==> src/design/atcr_defs.svh <==
// constants of the aux timer with capture and reload: offsets, fields, resets, counts
// assumes a 10 MHz hclk and a word-wide AHB-Lite register port
// Operation
// [RULE1] overflow flag set on 16-bit wrap, or on down-count match with capture value
// [RULE2] overflow flag set by hardware only while both baud selects are zero
// [RULE3] hardware never clears overflow flag; software writes may set or clear it
// [RULE4] external flag set by trigger fall or overflow, per mode; software clears it
// [RULE5] external flag set by software or trigger fall requests the aux interrupt
// [RULE6] receive baud select picks timer 1 or aux overflow; forces baud mode
// [RULE7] transmit baud select picks timer 1 or aux overflow; forces baud mode
// [RULE8] trigger fall captures or reloads when enabled and not in baud mode
// [RULE9] run control gates counting; clearing it holds the count bytes
// [RULE10] timer mode counts prescaled clock; counter mode counts count-pin falls
// [RULE11] baud generator mode advances once every two clocks
// [RULE12] any baud select forces auto-reload after each overflow
// [RULE13] reload mode reloads on overflow, and on enabled trigger fall
// [RULE14] capture mode copies count into capture registers on enabled trigger fall
// [RULE15] capture auto-clear zeroes the counter right after the capture
// [RULE16] interrupt request needs local enable and global enable
// [RULE17] priority bit one gives the high level, zero the low level
// [RULE18] down-count enable with trigger pin level sets direction in reload mode
// [RULE19] capture registers take count bytes, or supply the 16-bit reload value
// [RULE20] counter is 16 bits; counting up it overflows from all ones to zero
`ifndef ATCR_DEFS_SVH
`define ATCR_DEFS_SVH
// register indexes; the byte address is four times the index
`define ATCR_IDX_IE      8'ha8
`define ATCR_IDX_IP      8'hb8
`define ATCR_IDX_CTRL    8'hc8
`define ATCR_IDX_MODE    8'hc9
`define ATCR_IDX_RCL     8'hca
`define ATCR_IDX_RCH     8'hcb
`define ATCR_IDX_CNTL    8'hcc
`define ATCR_IDX_CNTH    8'hcd
`define ATCR_IDX_CKSEL   8'hce
// field positions
`define ATCR_IE_GLOBAL   7
`define ATCR_IE_AUX      5
`define ATCR_IP_UNUSED   7
`define ATCR_IP_AUX      5
`define ATCR_MODE_CLR    3
`define ATCR_MODE_DOWN_COUNT_ENABLE   0
`define ATCR_CKSEL_PRE   0
// reset values
`define ATCR_RST_BYTE    8'h00
`define ATCR_RST_CNT     16'h0000
// timing: hclk period in ns, then divider counts in hclk cycles
`define ATCR_CLK_NS      100
`define ATCR_BAUD_DIV    4'd2
`define ATCR_FAST_DIV    4'd4
`define ATCR_SLOW_DIV    4'd12
`endif

==> src/design/atcr_pkg.sv <==
// types of the aux timer with capture and reload
// assumes nothing beyond the constants header
package atcr_pkg;
    // control byte, most significant field first
    typedef struct packed {
        logic tf;
        logic exf;
        logic rclk;
        logic tclk;
        logic exen;
        logic tr;
        logic ct;
        logic cprl;
    } atcr_ctrl_type;

    typedef struct packed {
        logic       sel;
        logic [1:0] trans;
        logic       write;
    } atcr_ahb_req_type;

    typedef enum logic [0:0] {
        ATCR_BUS_IDLE = 1'b0,
        ATCR_BUS_RD   = 1'b1
    } atcr_bus_state_type;
endpackage

==> src/design/atcr_top.sv <==
// aux 16-bit timer with capture, auto-reload and baud generation, AHB-Lite slave
// assumes synchronous pins, one clock, single word transfers, OKAY answers only
//
// Added by the designer: the AHB-Lite interface to the registers.
`timescale 1ns/1ps
`include "atcr_defs.svh"
module atcr_top (
    input  wire logic        hclk,
    input  wire logic        hresetn,
    input  wire logic        hsel,
    input  wire logic [31:0] haddr,
    input  wire logic [1:0]  htrans,
    input  wire logic        hwrite,
    input  wire logic [2:0]  hsize,
    input  wire logic [31:0] hwdata,
    input  wire logic        hready,
    output logic             hreadyout,
    output logic             hresp,
    output logic [31:0]      hrdata,
    input  wire logic        aux_count_pin,
    input  wire logic        aux_trigger_pin,
    input  wire logic        timer1_overflow,
    output logic             rx_baud_tick,
    output logic             tx_baud_tick,
    output logic             aux_irq_request,
    output logic             aux_irq_high_priority
);

    // bus side
    atcr_pkg::atcr_ahb_req_type   req;
    atcr_pkg::atcr_bus_state_type bus_state_q;
    atcr_pkg::atcr_bus_state_type bus_state_d;
    logic                         addr_phase;
    logic                         wr_pending_q;
    logic [7:0]                   idx_q;
    logic [7:0]                   wr_byte;
    logic [7:0]                   rd_byte;
    logic [31:0]                  hrdata_q;

    // register state
    atcr_pkg::atcr_ctrl_type      ctrl_q;
    logic [7:0]                   ie_q;
    logic [7:0]                   ip_q;
    logic [7:0]                   mode_q;
    logic [7:0]                   cksel_q;
    logic [7:0]                   rcap_bytes [2];
    logic [15:0]                  rcap_value;
    logic [15:0]                  cnt_q;
    logic [15:0]                  cnt_d;

    // decoded modes and one-cycle events
    logic                         ctrl_wr;
    logic                         cnt_wr;
    logic                         baud_mode;
    logic                         capture_mode;
    logic                         reload_mode;
    logic                         down_mode;
    logic                         count_up;
    logic                         trig_fall;
    logic                         count_fall;
    logic                         tick;
    logic                         trig_evt;
    logic                         cap_evt;
    logic                         reload_evt;
    logic                         at_limit;
    logic                         ovf_evt;
    logic                         tf_set;
    logic                         exf_set;
    logic                         irq_q;
    logic                         rx_tick_q;
    logic                         tx_tick_q;

    // true when the write now in its data phase targets register idx
    function automatic logic wr_hit(
        input logic       pending,
        input logic [7:0] at,
        input logic [7:0] idx
    );
        return pending && (at == idx);
    endfunction

    assign req        = '{sel: hsel, trans: htrans, write: hwrite};
    // only whole-word transfers are taken; narrower ones are ignored
    assign addr_phase = req.sel && req.trans[1] && hready && (hsize == 3'h2);
    assign wr_byte    = hwdata[7:0];
    assign hresp      = 1'b0;
    assign hreadyout  = (bus_state_q == atcr_pkg::ATCR_BUS_IDLE);
    assign hrdata     = hrdata_q;
    assign ctrl_wr    = wr_hit(wr_pending_q, idx_q, `ATCR_IDX_CTRL);
    assign cnt_wr     = wr_hit(wr_pending_q, idx_q, `ATCR_IDX_CNTL) || wr_hit(wr_pending_q, idx_q, `ATCR_IDX_CNTH);

    // reads take one wait state so a write landing at the read's address edge is seen
    always_comb
    begin
        bus_state_d = bus_state_q;
        case (bus_state_q)
            atcr_pkg::ATCR_BUS_IDLE:
                if (addr_phase && !req.write)
                    bus_state_d = atcr_pkg::ATCR_BUS_RD;
            atcr_pkg::ATCR_BUS_RD:
                bus_state_d = atcr_pkg::ATCR_BUS_IDLE;
            default:
                bus_state_d = atcr_pkg::ATCR_BUS_IDLE;
        endcase
    end

    always_ff @(posedge hclk or negedge hresetn)
    begin
        if (!hresetn)
            bus_state_q <= atcr_pkg::ATCR_BUS_IDLE;
        else
            bus_state_q <= bus_state_d;
    end

    always_ff @(posedge hclk or negedge hresetn)
    begin
        if (!hresetn)
        begin
            wr_pending_q <= 1'b0;
            idx_q        <= 8'h00;
        end
        else if (hready)
        begin
            wr_pending_q <= addr_phase && req.write;
            if (addr_phase)
                idx_q <= haddr[9:2];
        end
    end

    // read mux over the register index
    always_comb
    begin
        rd_byte = 8'h00;
        case (idx_q)
            `ATCR_IDX_IE:    rd_byte = ie_q;
            `ATCR_IDX_IP:
            begin
                rd_byte                  = ip_q;
                rd_byte[`ATCR_IP_UNUSED] = 1'b1;
            end
            `ATCR_IDX_CTRL:  rd_byte = ctrl_q;
            `ATCR_IDX_MODE:  rd_byte = mode_q;
            `ATCR_IDX_RCL:   rd_byte = rcap_bytes[0];
            `ATCR_IDX_RCH:   rd_byte = rcap_bytes[1];
            `ATCR_IDX_CNTL:  rd_byte = cnt_q[7:0];
            `ATCR_IDX_CNTH:  rd_byte = cnt_q[15:8];
            `ATCR_IDX_CKSEL: rd_byte = cksel_q;
            default:         rd_byte = 8'h00;
        endcase
    end

    always_ff @(posedge hclk or negedge hresetn)
    begin
        if (!hresetn)
            hrdata_q <= 32'h0000_0000;
        else if (bus_state_q == atcr_pkg::ATCR_BUS_RD)
            hrdata_q <= {24'h00_0000, rd_byte};
    end

    // a hardware set in the same cycle as a software write wins, so no event is lost
    always_ff @(posedge hclk or negedge hresetn)
    begin
        if (!hresetn)
            ctrl_q <= `ATCR_RST_BYTE;
        else
        begin
            if (ctrl_wr)
                ctrl_q <= wr_byte; // see [RULE3]
            if (tf_set)
                ctrl_q.tf <= 1'b1; // see [RULE1] see [RULE2]
            if (exf_set)
                ctrl_q.exf <= 1'b1; // see [RULE4] see [RULE5]
        end
    end

    always_ff @(posedge hclk or negedge hresetn)
    begin
        if (!hresetn)
            ie_q <= `ATCR_RST_BYTE;
        else if (wr_hit(wr_pending_q, idx_q, `ATCR_IDX_IE))
            ie_q <= wr_byte;
    end

    always_ff @(posedge hclk or negedge hresetn)
    begin
        if (!hresetn)
            ip_q <= `ATCR_RST_BYTE;
        else if (wr_hit(wr_pending_q, idx_q, `ATCR_IDX_IP))
            ip_q <= wr_byte;
    end

    always_ff @(posedge hclk or negedge hresetn)
    begin
        if (!hresetn)
            mode_q <= `ATCR_RST_BYTE;
        else if (wr_hit(wr_pending_q, idx_q, `ATCR_IDX_MODE))
            mode_q <= wr_byte;
    end

    always_ff @(posedge hclk or negedge hresetn)
    begin
        if (!hresetn)
            cksel_q <= `ATCR_RST_BYTE;
        else if (wr_hit(wr_pending_q, idx_q, `ATCR_IDX_CKSEL))
            cksel_q <= wr_byte;
    end

    // with down-count on, the trigger pin sets direction and no longer reloads
    assign baud_mode    = ctrl_q.rclk | ctrl_q.tclk;                // see [RULE6] see [RULE7]
    assign capture_mode = ctrl_q.cprl & ~baud_mode;                 // see [RULE12]
    assign reload_mode  = ~capture_mode;                            // see [RULE13]
    assign down_mode    = reload_mode & ~baud_mode & mode_q[`ATCR_MODE_DOWN_COUNT_ENABLE];
    assign count_up     = ~down_mode | aux_trigger_pin;             // see [RULE18]
    assign trig_evt     = trig_fall & ctrl_q.exen & ~baud_mode;     // see [RULE8]
    assign cap_evt      = trig_evt & capture_mode;                  // see [RULE14]
    assign reload_evt   = trig_evt & reload_mode & ~down_mode;      // see [RULE13]
    assign rcap_value   = {rcap_bytes[1], rcap_bytes[0]};           // see [RULE19]
    assign at_limit     = count_up ? (cnt_q == 16'hffff) : (cnt_q == rcap_value); // see [RULE20]
    assign ovf_evt      = tick & at_limit;
    assign tf_set       = ovf_evt & ~baud_mode;
    assign exf_set      = trig_evt | (ovf_evt & down_mode);

    atcr_fall_detect u_trig_fall (
        .hclk    (hclk),
        .hresetn (hresetn),
        .pin     (aux_trigger_pin),
        .fall    (trig_fall)
    );

    atcr_fall_detect u_count_fall (
        .hclk    (hclk),
        .hresetn (hresetn),
        .pin     (aux_count_pin),
        .fall    (count_fall)
    );

    atcr_prescaler u_prescaler (
        .hclk         (hclk),
        .hresetn      (hresetn),
        .run          (ctrl_q.tr),
        .baud         (baud_mode),
        .counter_sel  (ctrl_q.ct),
        .prescale_sel (cksel_q[`ATCR_CKSEL_PRE]),
        .pin_fall     (count_fall),
        .tick         (tick)
    );

    // a software byte write overrides the hardware update of the count byte it writes; the other byte still updates
    always_comb
    begin
        cnt_d = cnt_q;
        if (cap_evt && mode_q[`ATCR_MODE_CLR])
            cnt_d = `ATCR_RST_CNT; // see [RULE15]
        else if (ovf_evt)
        begin
            if (!count_up)
                cnt_d = 16'hffff;
            else if (reload_mode)
                cnt_d = rcap_value; // see [RULE12] see [RULE13]
            else
                cnt_d = 16'h0000;
        end
        else if (tick)
            cnt_d = count_up ? cnt_q + 16'd1 : cnt_q - 16'd1;
        else if (reload_evt)
            cnt_d = rcap_value;
        if (wr_hit(wr_pending_q, idx_q, `ATCR_IDX_CNTL))
            cnt_d[7:0] = wr_byte;
        if (wr_hit(wr_pending_q, idx_q, `ATCR_IDX_CNTH))
            cnt_d[15:8] = wr_byte;
    end

    always_ff @(posedge hclk or negedge hresetn)
    begin
        if (!hresetn)
            cnt_q <= `ATCR_RST_CNT;
        else
            cnt_q <= cnt_d; // see [RULE9]
    end

    // a capture wins over a software write to the same byte
    for (genvar g = 0; g < 2; g++)
    begin : g_rcap
        logic [7:0] byte_q;
        always_ff @(posedge hclk or negedge hresetn)
        begin
            if (!hresetn)
                byte_q <= `ATCR_RST_BYTE;
            else if (cap_evt)
                byte_q <= cnt_q[8*g +: 8]; // see [RULE14] see [RULE19]
            else if (wr_hit(wr_pending_q, idx_q, 8'(`ATCR_IDX_RCL + g)))
                byte_q <= wr_byte;
        end
        assign rcap_bytes[g] = byte_q;
    end

    always_ff @(posedge hclk or negedge hresetn)
    begin
        if (!hresetn)
            irq_q <= 1'b0;
        else
            irq_q <= ie_q[`ATCR_IE_GLOBAL] & ie_q[`ATCR_IE_AUX] & (ctrl_q.tf | ctrl_q.exf); // see [RULE16]
    end

    always_ff @(posedge hclk or negedge hresetn)
    begin
        if (!hresetn)
        begin
            rx_tick_q <= 1'b0;
            tx_tick_q <= 1'b0;
        end
        else
        begin
            rx_tick_q <= ctrl_q.rclk ? ovf_evt : timer1_overflow; // see [RULE6]
            tx_tick_q <= ctrl_q.tclk ? ovf_evt : timer1_overflow; // see [RULE7]
        end
    end

    assign aux_irq_request       = irq_q;
    assign aux_irq_high_priority = ip_q[`ATCR_IP_AUX]; // see [RULE17]
    assign rx_baud_tick          = rx_tick_q;
    assign tx_baud_tick          = tx_tick_q;
endmodule

==> src/design/atcr_fall_detect.sv <==
// falling-edge detector for a pin sampled on hclk
// assumes the pin is already synchronous to hclk
`timescale 1ns/1ps
module atcr_fall_detect (
    input  wire logic hclk,
    input  wire logic hresetn,
    input  wire logic pin,
    output logic      fall
);
    logic prev_q;

    // starts high so a pin low at release is taken as a falling edge
    always_ff @(posedge hclk or negedge hresetn)
    begin
        if (!hresetn)
            prev_q <= 1'b1;
        else
            prev_q <= pin;
    end

    assign fall = prev_q & ~pin;
endmodule

==> src/design/atcr_prescaler.sv <==
// tick generator for the aux counter: baud, timer or external count source
// assumes the count-pin fall pulse comes from an edge detector on hclk
`timescale 1ns/1ps
`include "atcr_defs.svh"
module atcr_prescaler (
    input  wire logic hclk,
    input  wire logic hresetn,
    input  wire logic run,
    input  wire logic baud,
    input  wire logic counter_sel,
    input  wire logic prescale_sel,
    input  wire logic pin_fall,
    output logic      tick
);
    logic [3:0] div_q;
    logic [3:0] limit;
    logic       use_pin;

    assign limit   = baud ? `ATCR_BAUD_DIV : (prescale_sel ? `ATCR_FAST_DIV : `ATCR_SLOW_DIV);
    assign use_pin = counter_sel & ~baud;

    always_ff @(posedge hclk or negedge hresetn)
    begin
        if (!hresetn)
            div_q <= 4'h0;
        else if (!run || use_pin || div_q == limit - 4'd1) // see [RULE9]
            div_q <= 4'h0;
        else
            div_q <= div_q + 4'd1;
    end

    // see [RULE10] see [RULE11]
    assign tick = run & (use_pin ? pin_fall : (div_q == limit - 4'd1));
endmodule

==> config.mk <==
export PLATFORM = sky130hd
export DESIGN_NAME = atcr_top
export DESIGN_NICKNAME = d
export VERILOG_FILES = /design/src/design/atcr_pkg.sv /design/src/design/atcr_top.sv /design/src/design/atcr_fall_detect.sv /design/src/design/atcr_prescaler.sv
export VERILOG_INCLUDE_DIRS = /design/src /design/src/design
export SDC_FILE = /design/constraint.sdc
export NUM_CORES = 1
export LEC_CHECK = 0
export BUFFER_PORTS_ARGS = -buffer_cell sky130_fd_sc_hd__buf_2
export CORE_ASPECT_RATIO = 1.4
export CORE_MARGIN = 8
export CORE_UTILIZATION = 40
export CTS_CLUSTER_DIAMETER = 80
export CTS_CLUSTER_SIZE = 30
export DETAILED_ROUTE_END_ITERATION = 8
export PLACE_DENSITY = 0.61
export SLEW_MARGIN = 20
export SYNTH_ARGS = -nofsm -noshare
export SYNTH_HDL_FRONTEND = slang
export SYNTH_SLANG_ARGS = --single-unit
==> constraint.sdc <==
create_clock -name hclk -period 3 [get_ports hclk]
set_input_delay 0.45 -clock hclk [delete_from_list [all_inputs] [get_ports hclk]]
set_output_delay 0.45 -clock hclk [all_outputs]
set_load 0.1 [all_outputs]
==> flow_summary.yaml <==
die:
  die_height_um: 161.4
  start_util_pct: 40.50
  core_region_area_um2: 14920
  dieArea_um2: 19350
  dieWidth_um: 119.9
  num_io_pins: 115
  number_of_placement_rows: 53
power:
  powerDensity_nw_per_um2: 680.0
  p_total_uw: 4681
  ir_drop_mv: 0.3969
  leakage_uw: 0.003116
final_layout:
  instances_no_fill: 857
  nFillCells: 1439
  mostFrequentLayoutCells: "96 x dfrtp_1, 51 x buf_4, 50 x nand2_1"
  area_growth_pct: 13.91
  finish.net_count: 739
  layout_commonest_cell: "dfrtp_1"
  final_core_util_pct: 46.14
  drive_above_1_share_pct: 26.32
  antenna_cells: 0
critical_path:
  cp_max_fo: 9
  worstSetupPathType: "reg -> reg"
  cp-start-kind: "flop"
  critical_path_arrival_ns: 3.05
  critical_path.most_common_cell: "buf_4"
  end_kind: "flop"
  cp_slowest_cell: "dfrtp_1"
  critical_path.cell_chain: "nor3b_4 > buf_4 > a21oi_1 > nor4_2 > buf_4 > o221ai_1 > or2_4 > nor2_1 > a21boi_0 > o21ai_0"
  critPathRequiredTime_ns: 3.27
  cp_slowest_stage_delay_ns: 0.41
clocking:
  clkSinkCount: 98
  path_clk_slew_ns: 0.07
  cts_tree: "done"
  clockRootBuffer: "clkbuf_16"
  clk-insertion-delay-late_ns: 0.35
  cts_inserted_buffers: 9
  cts_htree_levels: 3
  clk_path_buf_depth: 2
sta:
  final_max_slew_viol_count: 0
  rsz0062_at_grt: "no"
  layout_min_cycle_time_ns: 2.781
  slew_headroom_pct: 36.68
  final-hold-violation-count: 0
  setup_viol: 0
  min_period_over_period_pct: 92.69
  maxClockFrequency_mhz: 359.6
  worst_pin_slew_ns: 0.9498
  finalSetupTns_ns: 0
  clock_skew_ns: 0.005928
detailed_routing:
  drt_pass1_iterations: 6
  detail_route.wirelength_mm: 18.12
  drc: 0
  via_count: 4995
  starting_drc_count_in_detailed_routing: 385
  route.detailed.wl_per_inst_um: 21.14
  avgViaCountPerCell: 5.828
  drt.antenna.violating_nets: 0
synth:
  synth.cell_area_um2: 6043
  synth.avg_cell_area_um2: 9.891
  synth_cells: 611
  synth_enable_flop_cells: 0
  yosys_warnings: 0
  postSynth.asyncResetShare_pct: 100.0
  synth_cell_types: 65
  synth_seq_cells: 98
  synthFlopType: "dfrtp_1"
  ys_seq_area_share_pct: 40.62
place:
  detailedPlacementHpwl_mm: 13.71
  place_congestion: 0.9398
  count_of_input_and_output_buffers: 40
  post-place-cells: 841
global_routing:
  grt_max_degree: 75
  number_of_antenna_violations_at_the_first_check_in_global_routing: 0
  globalRouteTotalUtil_pct: 19.05
  final_global_route_overflow_total: 0
  vias_in_the_first_global_route: 5127
  grt_first_pass_wirelength_mm: 28.99
flow_run:
  cap_viol_max_count: 0
outcome:
  run_status: "completed"
min_path:
  min_path_type: "in -> reg"
==> critical path: cells and delay by family (launching register included) <==
| family | cells | cell delay (ns) |
|---|---|---|
| flip-flops | 1 | 0.41 |
| AND/OR/NAND/NOR | 4 | 1.33 |
| buffers and inverters | 2 | 0.35 |
| AO/OA/AOI/OAI | 4 | 0.58 |
==> final timing paths <==
kind / start / to / slack [ns] / cells past startpoint
min in group asynchronous: hresetn / u_prescaler.div_q[1] / 0.24 / 1
worst min register to register: bus_state_q / bus_state_q / 0.48 / 1
worst max register to register: mode_q[0] / ctrl_q[6] / 0.22 / 10
worst max-delay path: mode_q[0] / ctrl_q[6] / 0.22 / 10
max in group asynchronous: hresetn / idx_q[0] / 1.99 / 2
worst min-delay path: aux_count_pin / u_count_fall.prev_q / 0.21 / 1
==> cells by family after synthesis <==
group | after synthesis | synth area share, %
mux | 91 | 17.49
flops | 98 | 40.62
other cells | 1 | 0.06205
fa+ha+maj | 2 | 0.4140
compound gates | 140 | 15.71
simple gates | 164 | 14.53
xor+xnor | 25 | 3.623
buf+inv | 90 | 7.536
==> state kept, by name, indices dropped and copies added, names as in the netlist, 4 cells and up <==
register and count:
cnt_q 16, mode_q 8, ip_q 7, g_rcap.byte_q 16, ie_q 8, ctrl_q 8
hrdata 8, u_prescaler.div_q 4, cksel_q 8, idx_q 8
==> where the power goes <==
part / total, uW / switching, uW / internal, uW
Clock: 1260 / 504 / 755
Sequential: 1880 / 352 / 1520
Combinational: 1550 / 885 / 661
Total: 4680 / 1740 / 2940
==> metal layers <==
metal  vias to the layer above  GRT usage [%]  wire length (um)
met2                       172          34.09              9545
met1                      2488          21.53              6980
met5                         -              0                 0
li1                       2293              -                 -
met3                        42          2.689               854
met4                         0          9.573               734
==> stage by stage <==
stage                     setup slack [ns]  hold slack (ns)  cell area (um2)
after floorplan                    0.06941           0.1544             6135
after global placement             -0.1304           0.4593             6549
after detailed placement           -0.1535           0.4640             6549
after CTS                          0.08974           0.2120             6882
after global routing               0.05884           0.2068             6884
final                               0.2194           0.2142             6884
==> synth_stat cells (all sizes together) (6+ instances only) <==
| cell | n | area [um2] |
|---|---|---|
| a21o | 7 | 52.55 |
| a21oi | 24 | 120.1 |
| a22oi | 23 | 172.7 |
| a31oi | 10 | 62.56 |
| and2 | 7 | 43.79 |
| buf | 41 | 271.5 |
| clkbuf | 35 | 131.4 |
| dfrtp | 96 | 2402 |
| inv | 13 | 48.80 |
| mux2 | 47 | 529.3 |
| mux2i | 37 | 370.4 |
| mux4 | 7 | 157.7 |
| nand2 | 51 | 193.9 |
| nand2b | 6 | 37.54 |
| nand3 | 17 | 85.08 |
| nand4 | 7 | 43.79 |
| nor2 | 24 | 90.09 |
| nor3 | 9 | 50.05 |
| o21ai | 34 | 173.9 |
| or3 | 6 | 37.54 |
| xnor2 | 17 | 148.9 |
| xor2 | 8 | 70.07 |
==> final cells by class <==
type / instances / area, um2 / area share [%]
multi-input cells: 447 / 3232 / 46.95
clock inverters: 6 / 87.58 / 1.272
inverters: 14 / 52.55 / 0.7634
clock buffers: 10 / 239.0 / 3.471
flip-flops and latches: 98 / 2455 / 35.66
well taps: 192 / 240.2 / 3.490
repair buffers: 90 / 578.1 / 8.397
==> timing repair <==
action,CTS,global route
setup buffers,0,0
gates cloned,0,0
resized for setup,1,1
endpoints found under the setup margin,1,7
hold buffers,0,0
No activity file was read; power rests on OpenSTA's default activity.
